**src/include/rfc_pkg.sv**
```systemverilog
// rfc_pkg: register map, reset values, field positions and carriers for
// the receive fifo control block.
// assumes a 32-bit axi4-lite master and a modem on the same clock.
package rfc_pkg;

	localparam int ADDR_W = 8;
	localparam int DEPTH  = 64;
	localparam int PTR_W  = 6;

	// byte addresses
	localparam logic [7:0] A_CTRL1  = 8'h00;
	localparam logic [7:0] A_CTRL2  = 8'h04;
	localparam logic [7:0] A_PKT    = 8'h08;
	localparam logic [7:0] A_SYNC   = 8'h0C;
	localparam logic [7:0] A_FCTRL  = 8'h10;
	localparam logic [7:0] A_FIFO   = 8'h14;
	localparam logic [7:0] A_STATUS = 8'h18;
	localparam logic [7:0] A_MASK   = 8'h1C;
	localparam logic [7:0] A_INFO   = 8'h20;
	localparam logic [7:0] A_GPIO   = 8'h24;

	// field positions
	localparam int B_READY  = 0;
	localparam int B_RXON   = 2;
	localparam int B_FFCLR  = 1;
	localparam int B_MPK    = 4;
	localparam int B_PKEN   = 0;
	localparam int B_CRCEN  = 1;
	localparam int B_HDR    = 4;
	localparam int B_SLEN   = 8;
	localparam int B_PAY    = 16;
	localparam int B_CNT    = 8;
	localparam int B_OPST   = 16;

	// status / mask bits
	localparam int S_AFULL = 0;
	localparam int S_PKVAL = 1;
	localparam int S_CRCER = 2;
	localparam int S_SYNC  = 3;
	localparam int S_PREA  = 4;
	localparam int NEV     = 5;

	// reset values, crc constants and response codes
	localparam logic [5:0]  AFTHR_RST = 6'h37;
	localparam logic [31:0] SYNC_RST  = 32'h2DD40000;
	localparam logic [1:0]  SLEN_RST  = 2'h1;
	localparam logic [2:0]  HDR_RST   = 3'h2;
	localparam logic [7:0]  PAY_RST   = 8'h08;
	localparam logic        CRCEN_RST = 1'b1;
	localparam logic [15:0] CRC_INIT  = 16'hFFFF;
	localparam logic [15:0] CRC_POLY  = 16'h1021;
	localparam logic [1:0]  R_OKAY    = 2'h0;
	localparam logic [1:0]  R_SLVERR  = 2'h2;

	typedef enum logic [1:0] {OP_IDLE, OP_READY, OP_RX} rfc_op_t;
	typedef enum logic [1:0] {RX_OFF, RX_SEARCH, RX_DATA} rfc_rx_t;

	typedef struct packed {
		logic [ADDR_W-1:0] awaddr;
		logic              awvalid;
		logic [31:0]       wdata;
		logic [3:0]        wstrb;
		logic              wvalid;
		logic              bready;
		logic [ADDR_W-1:0] araddr;
		logic              arvalid;
		logic              rready;
	} rfc_axi_req_t;

	typedef struct packed {
		logic        awready;
		logic        wready;
		logic        bvalid;
		logic [1:0]  bresp;
		logic        arready;
		logic        rvalid;
		logic [31:0] rdata;
		logic [1:0]  rresp;
	} rfc_axi_rsp_t;

	typedef struct packed {
		logic       bit_en;
		logic       bit_val;
		logic       pre_valid;
		logic [7:0] rssi;
	} rfc_modem_t;

endpackage

```
**src/core/rfc_rx_ctrl.sv**
```systemverilog
// rfc_rx_ctrl: receive fifo mode control. sync search, payload selection,
// crc check, fifo fill and drain, rx state exit, axi4-lite registers.
// assumes modem strobes are synchronous to clk_sys.
//
// Design decisions made here: the register addresses and register access over AXI4-Lite.
`timescale 1ns/10ps
`default_nettype none
module rfc_rx_ctrl (
	input  wire logic                  clk_sys,
	input  wire logic                  rstn,
	input  wire rfc_pkg::rfc_axi_req_t axi_req,
	output rfc_pkg::rfc_axi_rsp_t      axi_rsp,
	input  wire rfc_pkg::rfc_modem_t   modem,
	output logic                       irq,
	output logic                       raw_receive_bitstream,
	output rfc_pkg::rfc_op_t           op_state
);
	import rfc_pkg::*;

	typedef struct packed {
		logic              aw_held;
		logic [ADDR_W-1:0] awaddr;
		logic              w_held;
		logic [31:0]       wdata;
		logic [3:0]        wstrb;
		logic              awready;
		logic              wready;
		logic              bvalid;
		logic [1:0]        bresp;
		logic              arready;
		logic              rd_pend;
		logic [ADDR_W-1:0] rd_addr;
		logic              rvalid;
		logic [31:0]       rdata;
		logic [1:0]        rresp;
		logic              rxon;
		logic              ready_en;
		logic              mpk;
		logic              raw_en;
		logic              pk_en;
		logic              crc_en;
		logic [2:0]        hdr_len;
		logic [1:0]        sync_len;
		logic [7:0]        pay_len;
		logic [31:0]       sync;
		logic [5:0]        afthr;
		logic [NEV-1:0]    status;
		logic [NEV-1:0]    mask;
		rfc_op_t           op;
		rfc_rx_t           rx;
		logic              pre_q;
		logic [31:0]       shift;
		logic [2:0]        bit_cnt;
		logic [8:0]        byte_idx;
		logic [15:0]       crc;
		logic [PTR_W-1:0]  wptr;
		logic [PTR_W-1:0]  rptr;
		logic [PTR_W:0]    count;
		logic              irq;
		logic              raw_bit;
	} rfc_st_t;

	rfc_st_t s_r;
	rfc_st_t s_nxt;

	logic             mem_we;
	logic [7:0]       mem_wd;
	logic [7:0]       mem_q;
	logic [NEV-1:0]   ev;
	logic [NEV-1:0]   w1c;
	logic             push;
	logic             pop;
	logic             fclr;
	logic [7:0]       rx_byte;
	logic [31:0]      wv;
	logic [8:0]       pay_end;
	logic [8:0]       pkt_end;

	function automatic logic [31:0] wmerge(input logic [31:0] old,
		input logic [31:0] nw, input logic [3:0] strb);
		logic [31:0] r;
		r = old;
		for (int i = 0; i < 4; i++) begin
			if (strb[i]) begin
				r[8*i +: 8] = nw[8*i +: 8];
			end
		end
		return r;
	endfunction

	// msb-first ccitt; running it over the trailing crc leaves zero
	function automatic logic [15:0] crc_byte(input logic [15:0] c,
		input logic [7:0] d);
		logic [15:0] r;
		r = c;
		for (int i = 7; i >= 0; i--) begin
			if (r[15] ^ d[i]) begin
				r = {r[14:0], 1'b0} ^ CRC_POLY;
			end else begin
				r = {r[14:0], 1'b0};
			end
		end
		return r;
	endfunction

	// compares the newest 1..4 bytes against the top of the sync word
	function automatic logic sync_hit(input logic [31:0] sh,
		input logic [31:0] sw, input logic [1:0] len);
		logic [31:0] m;
		m = 32'hFFFFFFFF >> (5'(3 - len) * 8);
		return ((sh & m) == (sw >> (5'(3 - len) * 8)));
	endfunction

	always_comb begin
		s_nxt   = s_r;
		mem_we  = 1'b0;
		mem_wd  = 8'h00;
		ev      = '0;
		w1c     = '0;
		push    = 1'b0;
		pop     = 1'b0;
		fclr    = 1'b0;
		wv      = 32'h00000000;
		rx_byte = {s_r.shift[6:0], modem.bit_val};
		pay_end = 9'({6'h00, s_r.hdr_len}) + 9'({1'b0, s_r.pay_len});
		pkt_end = pay_end + (s_r.crc_en ? 9'h002 : 9'h000);

		// write channel: address and data taken in either order
		if (axi_req.awvalid && s_r.awready) begin
			s_nxt.aw_held = 1'b1;
			s_nxt.awaddr  = axi_req.awaddr;
		end
		if (axi_req.wvalid && s_r.wready) begin
			s_nxt.w_held = 1'b1;
			s_nxt.wdata  = axi_req.wdata;
			s_nxt.wstrb  = axi_req.wstrb;
		end
		if (s_r.bvalid && axi_req.bready) begin
			s_nxt.bvalid = 1'b0;
		end
		if (s_r.aw_held && s_r.w_held && !s_r.bvalid) begin
			s_nxt.aw_held = 1'b0;
			s_nxt.w_held  = 1'b0;
			s_nxt.bvalid  = 1'b1;
			s_nxt.bresp   = R_OKAY;
			case (s_r.awaddr)
			A_CTRL1: begin
				wv = wmerge({29'h0, s_r.rxon, 1'b0, s_r.ready_en},
					s_r.wdata, s_r.wstrb);
				s_nxt.rxon     = wv[B_RXON];
				s_nxt.ready_en = wv[B_READY];
			end
			A_CTRL2: begin
				wv = wmerge({27'h0, s_r.mpk, 4'h0}, s_r.wdata, s_r.wstrb);
				s_nxt.mpk = wv[B_MPK];
				fclr      = wv[B_FFCLR];
			end
			A_PKT: begin
				wv = wmerge({8'h0, s_r.pay_len, 6'h0, s_r.sync_len, 1'b0,
					s_r.hdr_len, 2'h0, s_r.crc_en, s_r.pk_en},
					s_r.wdata, s_r.wstrb);
				s_nxt.pk_en    = wv[B_PKEN];
				s_nxt.crc_en   = wv[B_CRCEN];
				s_nxt.hdr_len  = wv[B_HDR +: 3];
				s_nxt.sync_len = wv[B_SLEN +: 2];
				s_nxt.pay_len  = wv[B_PAY +: 8];
			end
			A_SYNC: begin
				s_nxt.sync = wmerge(s_r.sync, s_r.wdata, s_r.wstrb);
			end
			A_FCTRL: begin
				wv = wmerge({26'h0, s_r.afthr}, s_r.wdata, s_r.wstrb);
				s_nxt.afthr = wv[5:0];
			end
			A_STATUS: begin
				wv  = wmerge(32'h0, s_r.wdata, s_r.wstrb);
				w1c = wv[NEV-1:0];
			end
			A_MASK: begin
				wv = wmerge({27'h0, s_r.mask}, s_r.wdata, s_r.wstrb);
				s_nxt.mask = wv[NEV-1:0];
			end
			A_GPIO: begin
				wv = wmerge({31'h0, s_r.raw_en}, s_r.wdata, s_r.wstrb);
				s_nxt.raw_en = wv[0];
			end
			A_FIFO, A_INFO: begin
				s_nxt.bresp = R_OKAY;
			end
			default: begin
				s_nxt.bresp = R_SLVERR;
			end
			endcase
		end

		// read channel: memory data is one cycle behind the address
		if (s_r.rvalid && axi_req.rready) begin
			s_nxt.rvalid = 1'b0;
		end
		if (axi_req.arvalid && s_r.arready) begin
			s_nxt.rd_pend = 1'b1;
			s_nxt.rd_addr = axi_req.araddr;
			if (axi_req.araddr == A_FIFO && s_r.count != '0) begin
				pop = 1'b1;
			end
		end
		if (s_r.rd_pend) begin
			s_nxt.rd_pend = 1'b0;
			s_nxt.rvalid  = 1'b1;
			s_nxt.rresp   = R_OKAY;
			case (s_r.rd_addr)
			A_CTRL1:  s_nxt.rdata = {29'h0, s_r.rxon, 1'b0, s_r.ready_en};
			A_CTRL2:  s_nxt.rdata = {27'h0, s_r.mpk, 4'h0};
			A_PKT:    s_nxt.rdata = {8'h0, s_r.pay_len, 6'h0, s_r.sync_len,
				1'b0, s_r.hdr_len, 2'h0, s_r.crc_en, s_r.pk_en};
			A_SYNC:   s_nxt.rdata = s_r.sync;
			A_FCTRL:  s_nxt.rdata = {26'h0, s_r.afthr};
			A_FIFO:   s_nxt.rdata = {24'h0, mem_q};
			A_STATUS: s_nxt.rdata = {27'h0, s_r.status};
			A_MASK:   s_nxt.rdata = {27'h0, s_r.mask};
			// rssi passes through in half-decibel steps
			A_INFO:   s_nxt.rdata = {14'h0, s_r.op, 1'b0, s_r.count,
				modem.rssi};
			A_GPIO:   s_nxt.rdata = {31'h0, s_r.raw_en};
			default: begin
				s_nxt.rdata = 32'h00000000;
				s_nxt.rresp = R_SLVERR;
			end
			endcase
		end

		// receive path
		s_nxt.pre_q = modem.pre_valid;
		if (!s_r.rxon) begin
			s_nxt.rx = RX_OFF;
		end else begin
			case (s_r.rx)
			RX_OFF: begin
				s_nxt.rx    = RX_SEARCH;
				s_nxt.shift = 32'h00000000;
			end
			RX_SEARCH: begin
				if (modem.pre_valid && !s_r.pre_q) begin
					ev[S_PREA] = 1'b1;
				end
				if (modem.bit_en) begin
					s_nxt.shift = {s_r.shift[30:0], modem.bit_val};
					if (modem.pre_valid && sync_hit(s_nxt.shift, s_r.sync,
						s_r.sync_len)) begin
						s_nxt.rx       = RX_DATA;
						s_nxt.bit_cnt  = 3'h0;
						s_nxt.byte_idx = 9'h000;
						s_nxt.crc      = CRC_INIT;
						ev[S_SYNC]     = 1'b1;
					end
				end
			end
			RX_DATA: begin
				if (modem.bit_en) begin
					s_nxt.shift   = {s_r.shift[30:0], modem.bit_val};
					s_nxt.bit_cnt = s_r.bit_cnt + 3'h1;
					if (s_r.bit_cnt == 3'h7) begin
						s_nxt.byte_idx = s_r.byte_idx + 9'h001;
						mem_wd = rx_byte;
						if (!s_r.pk_en) begin
							push = 1'b1;
						end else begin
							push = (s_r.byte_idx >= 9'({6'h00, s_r.hdr_len}))
								&& (s_r.byte_idx < pay_end);
							s_nxt.crc = crc_byte(s_r.crc, rx_byte);
							if (s_nxt.byte_idx == pkt_end) begin
								s_nxt.rx = RX_SEARCH;
								s_nxt.shift = 32'h00000000;
								if (s_r.crc_en && s_nxt.crc != 16'h0000) begin
									ev[S_CRCER] = 1'b1;
								end else begin
									ev[S_PKVAL] = 1'b1;
									if (!s_r.mpk) begin
										s_nxt.rxon = 1'b0;
										s_nxt.rx   = RX_OFF;
									end
								end
							end
						end
					end
				end
			end
			default: begin
				s_nxt.rx = RX_OFF;
			end
			endcase
		end

		// fifo pointers; clear beats both push and pop
		if (fclr) begin
			s_nxt.wptr  = '0;
			s_nxt.rptr  = '0;
			s_nxt.count = '0;
		end else begin
			// a full fifo refuses the byte rather than overwrite
			if (push && s_r.count != (PTR_W+1)'(DEPTH)) begin
				mem_we     = 1'b1;
				s_nxt.wptr = s_r.wptr + 1'b1;
			end
			if (pop) begin
				s_nxt.rptr = s_r.rptr + 1'b1;
			end
			s_nxt.count = s_r.count + (PTR_W+1)'(mem_we)
				- (PTR_W+1)'(pop);
		end
		if (s_r.count < {1'b0, s_r.afthr}
			&& s_nxt.count >= {1'b0, s_r.afthr}) begin
			ev[S_AFULL] = 1'b1;
		end

		// a fresh event outlives a clear in the same cycle
		s_nxt.status  = (s_r.status & ~w1c) | ev;
		s_nxt.irq     = |(s_nxt.status & s_nxt.mask);
		s_nxt.op      = s_nxt.rxon ? OP_RX :
			(s_nxt.ready_en ? OP_READY : OP_IDLE);
		s_nxt.raw_bit = s_r.raw_en && (modem.bit_en ? modem.bit_val
			: s_r.raw_bit);
		s_nxt.awready = !s_nxt.aw_held && !s_nxt.bvalid;
		s_nxt.wready  = !s_nxt.w_held && !s_nxt.bvalid;
		s_nxt.arready = !s_nxt.rd_pend && !s_nxt.rvalid;
	end

	always_ff @(posedge clk_sys or negedge rstn) begin
		if (!rstn) begin
			s_r          <= '0;
			s_r.awready  <= 1'b1;
			s_r.wready   <= 1'b1;
			s_r.arready  <= 1'b1;
			s_r.crc_en   <= CRCEN_RST;
			s_r.hdr_len  <= HDR_RST;
			s_r.sync_len <= SLEN_RST;
			s_r.pay_len  <= PAY_RST;
			s_r.sync     <= SYNC_RST;
			s_r.afthr    <= AFTHR_RST;
			s_r.op       <= OP_IDLE;
			s_r.rx       <= RX_OFF;
			s_r.crc      <= CRC_INIT;
		end else begin
			s_r <= s_nxt;
		end
	end

	rfc_mem #(.DEPTH(DEPTH), .AW(PTR_W)) u_mem (
		.clk_sys (clk_sys),
		.we      (mem_we),
		.waddr   (s_r.wptr),
		.wdata   (mem_wd),
		.raddr   (s_r.rptr),
		.rdata   (mem_q)
	);

	assign axi_rsp = '{awready: s_r.awready, wready: s_r.wready,
		bvalid: s_r.bvalid, bresp: s_r.bresp, arready: s_r.arready,
		rvalid: s_r.rvalid, rdata: s_r.rdata, rresp: s_r.rresp};
	assign irq                   = s_r.irq;
	assign raw_receive_bitstream = s_r.raw_bit;
	assign op_state              = s_r.op;
endmodule
`default_nettype wire

```
**src/core/rfc_mem.sv**
```systemverilog
// rfc_mem: byte memory behind the receive fifo, one write port and one
// read port, read data registered.
// assumes addresses stable in the cycle before the data is used.
`timescale 1ns/10ps
`default_nettype none
module rfc_mem #(
	parameter int DEPTH = 64,
	parameter int AW    = 6
) (
	input  wire logic          clk_sys,
	input  wire logic          we,
	input  wire logic [AW-1:0] waddr,
	input  wire logic [7:0]    wdata,
	input  wire logic [AW-1:0] raddr,
	output logic [7:0]         rdata
);
	logic [7:0] mem [DEPTH];

	// no reset on the array: contents are meaningless until written
	always_ff @(posedge clk_sys) begin
		if (we) begin
			mem[waddr] <= wdata;
		end
		rdata <= mem[raddr];
	end
endmodule
`default_nettype wire

```
**config.mk**
```make
export PLATFORM = sky130hd
export DESIGN_NAME = rfc_rx_ctrl
export DESIGN_NICKNAME = d
export VERILOG_FILES = /design/src/include/rfc_pkg.sv /design/src/core/rfc_rx_ctrl.sv /design/src/core/rfc_mem.sv
export SDC_FILE = /design/constraint.sdc
export NUM_CORES = 1
export LEC_CHECK = 0
export ABC_AREA = 1
export BUFFER_PORTS_ARGS = -buffer_cell sky130_fd_sc_hd__buf_2
export CAP_MARGIN = 30
export CORE_ASPECT_RATIO = 0.8
export CORE_MARGIN = 8
export CORE_UTILIZATION = 45
export CTS_BUF_LIST = sky130_fd_sc_hd__clkbuf_4
export CTS_CLUSTER_SIZE = 20
export DETAILED_ROUTE_END_ITERATION = 8
export PLACE_DENSITY = 0.65
export SYNTH_ARGS = -nofsm -noshare
export SYNTH_HDL_FRONTEND = slang
export SYNTH_SLANG_ARGS = --single-unit
```
**constraint.sdc**
```tcl
create_clock -name clk_sys -period 4.9 [get_ports clk_sys]
set_input_delay 0 -clock clk_sys [delete_from_list [all_inputs] [get_ports clk_sys]]
set_output_delay 0 -clock clk_sys [all_outputs]
set_load 0.05 [all_outputs]
```
==> reports/summary.txt, run 1 <==
max incr delay on CP - 410 ps
Routed WL per cell - 21.4 um
CTS Buffer Depth - 3
CORE AREA - 75,200 um2
hold crit path type - primary input to register
met2 WL - 44,800 um
Remaining DRCs - 0
sequential area share after synthesis - 0.636
slowest CP cell - dfrtp_1
CTS root buf - clkbuf_4
Final Max Tran Viols - 0
Setup violations, final - 0
CTS buffer count - 192
Post-Place Setup Slack - -160 ps
PortBufs - 112
routed via count - 27,800
Worst VDD drop - 258 uV
H-tree levels - 4
final antenna-violating net count - 0
actual slew at the worst max-slew pin - 1030 ps
status - finished clean
die area - 85,000 um2
CTS sink cnt - 765
Total GRT Usage - 0.244
asr flop ratio synth - 0.320
DRT Pass-1 Iters - 6
worst-case reg-to-reg path depth - 32
Tot Pwr - 18.8 mW
Clock Skew - 88.6 ps
Startpoint Class - register
YS warnings - 0
initial core utilization - 0.454
main flop type after synthesis - edfxtp_1
dpl cell area - 35,800 um2
WL met3 - 12,400 um
GRT Residual Overflow - 0
crit end category - register
layout cells sized above 1 - 0.157
initial drt markers - 3,589
placed cells - 4,359
top routing layer used - met5
Critical Path RT - 5840 ps
critical path arrival - 5620 ps
Crit Path Max Fanout - 3
Die Width - 324 um
hold path cells - 9
Final Wtd Congestion - 0.976
fin crit period - 4680 ps
Mapped Area - 34,100 um2
CTS tree - yes
Max Clk Rate - 214 MHz
cell area after layout - 41,000 um2
Worst-Skew Late Latency - 1080 ps
I/O pin count - 115
Setup WS post-layout - 218 ps
Synth Area per Inst - 10.2 um2
critical path class - register to register
DP HPWL - 63,700 um
Layout area overhead - 20.1%
pwr/cell area - 459 nW/um2
initial antenna violation count - 7
largest net degree at the start of global routing - 224
Final Core Density - 0.545
vias in the first global route - 26,100
Vias/cell - 5.61
Cells after Synth - 3,354
post-synth cell types - 50
number of max-cap violations - 0
P_leak - 16.5 nW
Fin Setup TNS - 0 ps
die height - 262 um
WL final - 106,000 um
cell repeated most along the worst path - nand2_1
slew margin rel. - 0.311
fin cells - 4,962
nets - 3,904
RSZ-0062 raised after global routing - yes
Site Rows - 90
wl on met1 - 45,400 um
Clock transition at path regs - 80 ps
Post-synth EDFFs - 512
Hold WS - 139 ps
first-pass GRT wire length - 160,000 um
Final period util - 0.956
Yosys reg bits - 765
final hold violation count - 0
synthesized netlist by cell type (23+ instances only):
cell | number | area, um2
clkbuf_1 | 144 | 541
o22ai_1 | 100 | 626
inv_1 | 237 | 890
edfxtp_1 | 512 | 15400
dfstp_2 | 36 | 946
xor2_1 | 24 | 210
nand4_1 | 66 | 413
o211ai_1 | 23 | 173
nor2_1 | 436 | 1640
dfrtp_1 | 209 | 5230
a21oi_1 | 42 | 210
nand2_1 | 627 | 2350
nand3_1 | 172 | 861
buf_4 | 52 | 390
o21ai_0 | 435 | 2180
o221ai_1 | 49 | 429
ha_1 | 47 | 588
repair_timing:
| item | in CTS | in global routing |
|---|---|---|
| pin swaps | 1 | 28 |
| gates resized for setup | 2 | 36 |
| cloned | 0 | 0 |
| hold buffers | 239 | 0 |
| setup endpoints to repair | 1 | 2 |
| buffers inserted | 0 | 5 |
| hold endpoints to repair | 409 | 0 |
layer usage:
layer	track usage	vias up
met3	0.0712	271
met4	0.0922	2
li1	-	12600
met2	0.339	1586
met5	0	-
met1	0.358	13300
critical path: cells and delay by family, from the launching register on:
family,cells,cell delay [ps]
fa+ha+maj,7,1900
simple gates,17,1350
compound gates,7,880
flops,1,410
buf+inv,1,30
worst paths after layout:
| check | from | to | slack, ps |
|---|---|---|---|
| setup / recovery | s_r[144]$_DFFE_PN0P_ | irq$_DFF_PN0_ | 220 |
| hold / removal | modem[10] | s_r[83]$_DFFE_PN0P_ | 140 |
| setup reg to reg | s_r[144]$_DFFE_PN0P_ | irq$_DFF_PN0_ | 220 |
| hold reg to reg | axi_rsp[30]$_DFFE_PN0P_ | axi_rsp[30]$_DFFE_PN0P_ | 470 |
| max in group asynchronous | rstn | s_r[11]$_DFFE_PN0P_ | 4020 |
| min in group asynchronous | rstn | s_r[196]$_DFF_PN0_ | 160 |
sequential cells by signal, indices dropped and copies added (netlist names):
register / cells
rx_byte: 7
raw_receive_bitstream: 1
irq: 1
s_r: 195
u_mem.rdata: 8
axi_rsp: 39
op_state: 2
u_mem.mem: 512
cell type report:
class	instances	area [um2]
antenna	10	25.0
tap	1012	1270
clock inverter	56	345
sequential	765	21700
timing repair buffer	445	3810
multi-input combinational	2129	10700
clock buffer	293	2200
fill	6513	34200
inverter	252	955
cells in the final DEF, fill, tap and decap left out, types with 66 or more instances in the layout:
| master | netlist | layout |
|---|---|---|
| edfxtp_1 | 512 | 512 |
| o21ai_0 | 435 | 433 |
| buf_4 | 52 | 86 |
| buf_2 | 7 | 111 |
| dfrtp_1 | 209 | 206 |
| nand4_1 | 66 | 66 |
| nand2_1 | 627 | 617 |
| dlygate4sd3_1 | 0 | 238 |
| o22ai_1 | 100 | 100 |
| clkbuf_4 | 0 | 293 |
| nor2_1 | 436 | 426 |
| nand3_1 | 172 | 168 |
| inv_1 | 237 | 232 |
kinds of logic (layout without fill, tap and decap cells):
kind of cell,Yosys count,in the layout,synth area share
AND/OR/NAND/NOR,1341,1341,0.162
flip-flops,765,765,0.636
AO/OA/AOI/OAI,705,705,0.118
buffers and inverters,461,1046,0.0578
adder cells (fa/ha/maj),49,49,0.0184
XOR/XNOR,32,32,0.00821
other,1,12,0.000110
power breakdown:
group	leakage, nW	switching [mW]	internal [mW]	total, mW
Combinational	6.95	3.53	1.81	5.33
Sequential	8.00	0.453	7.43	7.88
Clock	1.51	2.72	2.90	5.62
Total	16.5	6.70	12.1	18.8
Power figures use the tool's default switching activity.
==> inputs of run 2 (changes only) <==
Settings changed: RECOVER_POWER from default to 25.
==> run 2 against run 1 <==
The run now ends with max-capacitance violations, max-slew violations left. Clock power hardly changed. Sequential share of layout area rose by 0.14 points. Flip-flop and latch count unchanged. First-iteration DRC count up 0.39%. Worst hold slack got worse by 5.1 ps. Register-to-register slack better by 40 ps. Critical endpoint unchanged.
==> reports/summary.txt, run 2 (same netlist as run 1, synthesis figures left out) <==
status - complete, but fails checks
failing checks - max-capacitance violations, max-slew violations
Hold WS - 134 ps (-5.14 ps)
Biggest register - u_mem.mem
grt met1 use - 0.358 (unchanged)
Worst VDD drop - 257 uV (-0.64%)
PortBufs - 112 (unchanged)
Remaining DRCs - 0 (unchanged)
crit end category - register
Site Rows - 90 (unchanged)
Final Wtd Congestion - 0.976 (unchanged)
hold crit path type - primary input to register
initial antenna violation count - 7 (unchanged)
Total GRT Usage - 0.244 (unchanged)
DRT Pass-1 Iters - 7 (+1)
Post-Place Setup Slack - -160 ps (unchanged)
reg-to-reg critical path startpoint - s_r[144]$_DFFE_PN0P_
most frequent cells in the layout - nand2_1, edfxtp_1, o21ai_0
die height - 262 um (unchanged)
GRT Residual Overflow - 0 (unchanged)
final hold violation count - 0 (unchanged)
CTS sink cnt - 765 (unchanged)
CTS root buf - clkbuf_4
Setup WS post-layout - 254 ps (+36.6 ps)
placed cells - 4,359 (unchanged)
Max Clk Rate - 215 MHz (+0.79%)
Layout area overhead - 19.8%
max incr delay on CP - 410 ps (about the same)
die area - 85,000 um2 (unchanged)
hold path cells - 9 (unchanged)
Vias/cell - 5.62 (+0.23%)
WP buf/inv - 1 (unchanged)
Final Max Tran Viols - 248 (+248)
R2R Setup Slk - 250 ps (+40 ps)
worst-case reg-to-reg path depth - 32 (unchanged)
WL final - 106,000 um (+0.35%)
GR Util met2 - 0.339 (unchanged)
cell repeated most along the worst path - nand2_1
Clock transition at path regs - 80 ps (about the same)
critical path class - register to register
worst flop-to-flop path endpoint - irq$_DFF_PN0_
H-tree levels - 4 (unchanged)
number of max-cap violations - 3 (+3)
hold_sp - modem[10]
CTS Buffer Depth - 3 (unchanged)
commonest non-fill, non-tap cell in the layout - nand2_1
fin cells - 4,964 (+0.040%)
Hold Path End - s_r[83]$_DFFE_PN0P_
Multi-input gate area - 10,700 um2 (unchanged)
Final Core Density - 0.544 (-0.00148)
slowest CP cell - dfrtp_1
first-pass GRT wire length - 160,000 um (unchanged)
Setup violations, final - 0 (unchanged)
max reg flops - 512 (unchanged)
P_leak - 16.3 nW (-1.3%)
Die Width - 324 um (unchanged)
vias in the first global route - 26,100 (unchanged)
initial drt markers - 3,603 (+0.39%)
I/O pin count - 115 (unchanged)
DP HPWL - 63,700 um (unchanged)
Worst path top cell family by delay - adder cells
nets - 3,904 (unchanged)
Routed WL per cell - 21.4 um (+0.31%)
actual slew at the worst max-slew pin - 3610 ps (+2570 ps)
critical path arrival - 5620 ps (about the same)
largest net degree at the start of global routing - 224 (unchanged)
Worst-Skew Late Latency - 1100 ps (+20 ps)
Critical Path RT - 5870 ps (+30 ps)
Clock Skew - 112 ps (+23.5 ps)
RSZ-0062 raised after global routing - yes
final antenna-violating net count - 0 (unchanged)
Crit Path Max Fanout - 3 (unchanged)
GR peak layer - met1
Filler cells - 6,543 (+0.46%)
fin crit period - 4650 ps (-36.6 ps)
pwr/cell area - 460 nW/um2 (+0.27%)
routed via count - 27,900 (+0.27%)
Startpoint Class - register
slew margin rel. - -1.40 (-1.72)
CTS buffer count - 192 (unchanged)
met3 GRT Util - 0.0712 (unchanged)
CTS tree - yes
CORE AREA - 75,200 um2 (unchanged)
register area - 21,700 um2 (unchanged)
initial core utilization - 0.454 (unchanged)
layout cells sized above 1 - 0.144 (-0.0124)
Tot Pwr - 18.8 mW (about the same)
Final period util - 0.948 (-0.00747)
## run 2: cell types whose count changed in the layout (fill, tap and decap cells not counted), sizes merged
cell,previous run,this run
clkbuf,293,343
buf,207,157
diode,10,12
## run 2: worst reg2reg max path: cells and delay by family (launching register included)
family | cells | cell delay [ps]
buffers and inverters | 1 | 30
and+or+nand+nor | 17 | 1340
DFF | 1 | 410
adders and majority gates | 7 | 1900
AOI/OAI and AO/OA | 7 | 890
## run 2: final cells by class
cell class,count,share of cell area
sequential,765,0.531
multi-input combinational,2129,0.261
timing repair buffer,445,0.0903
clock buffer,293,0.0538
tap,1012,0.0310
inverter,252,0.0233
clock inverter,56,0.00844
antenna,12,0.000734
## run 2: how the worst max path moves through the flow
stage / start / endpoint / slack (ps) / cells past startpoint
6_report: s_r[144]$_DFFE_PN0P_ / irq$_DFF_PN0_ / 250 / 32
5_1_grt: s_r[144]$_DFFE_PN0P_ / irq$_DFF_PN0_ / -80 / 34
4_1_cts: s_r[134]$_DFFE_PN0P_ / irq$_DFF_PN0_ / 7 / 32
3_5_place_dp: s_r[134]$_DFFE_PN0P_ / irq$_DFF_PN0_ / -160 / 32
3_3_place_gp: s_r[134]$_DFFE_PN0P_ / irq$_DFF_PN0_ / -90 / 32
2_1_floorplan: s_r[144]$_DFFE_PN0P_ / irq$_DFF_PN0_ / 210 / 32
## run 2: per-layer routing
layer | vias to the layer above | part of all wire
li1 | 12600 | -
met1 | 13400 | 0.43
met2 | 1593 | 0.42
met3 | 265 | 0.12
met4 | 2 | 0.032
met5 | - | 0.00012
## run 2: power by group
part | switching [mW] | internal, mW
registers | 0.453 | 7.43
clock network | 2.73 | 2.90
logic | 3.54 | 1.78
total | 6.72 | 12.1
## run 2: timing repair
action	CTS	global route
resized for setup	2	36
hold endpoints to repair	409	0
hold buffers	239	0
pin swaps	1	28
endpoints found under the setup margin	1	2
setup buffers	0	5
## run 2: stage by stage
step / setup TNS (ps) / area (um2)
floorplan: 0 / 34100
global placement: -94.7 / 35700
detailed placement: -160 / 35800
CTS: 0 / 40800
global route: -75.1 / 40900
finish: 0 / 40900
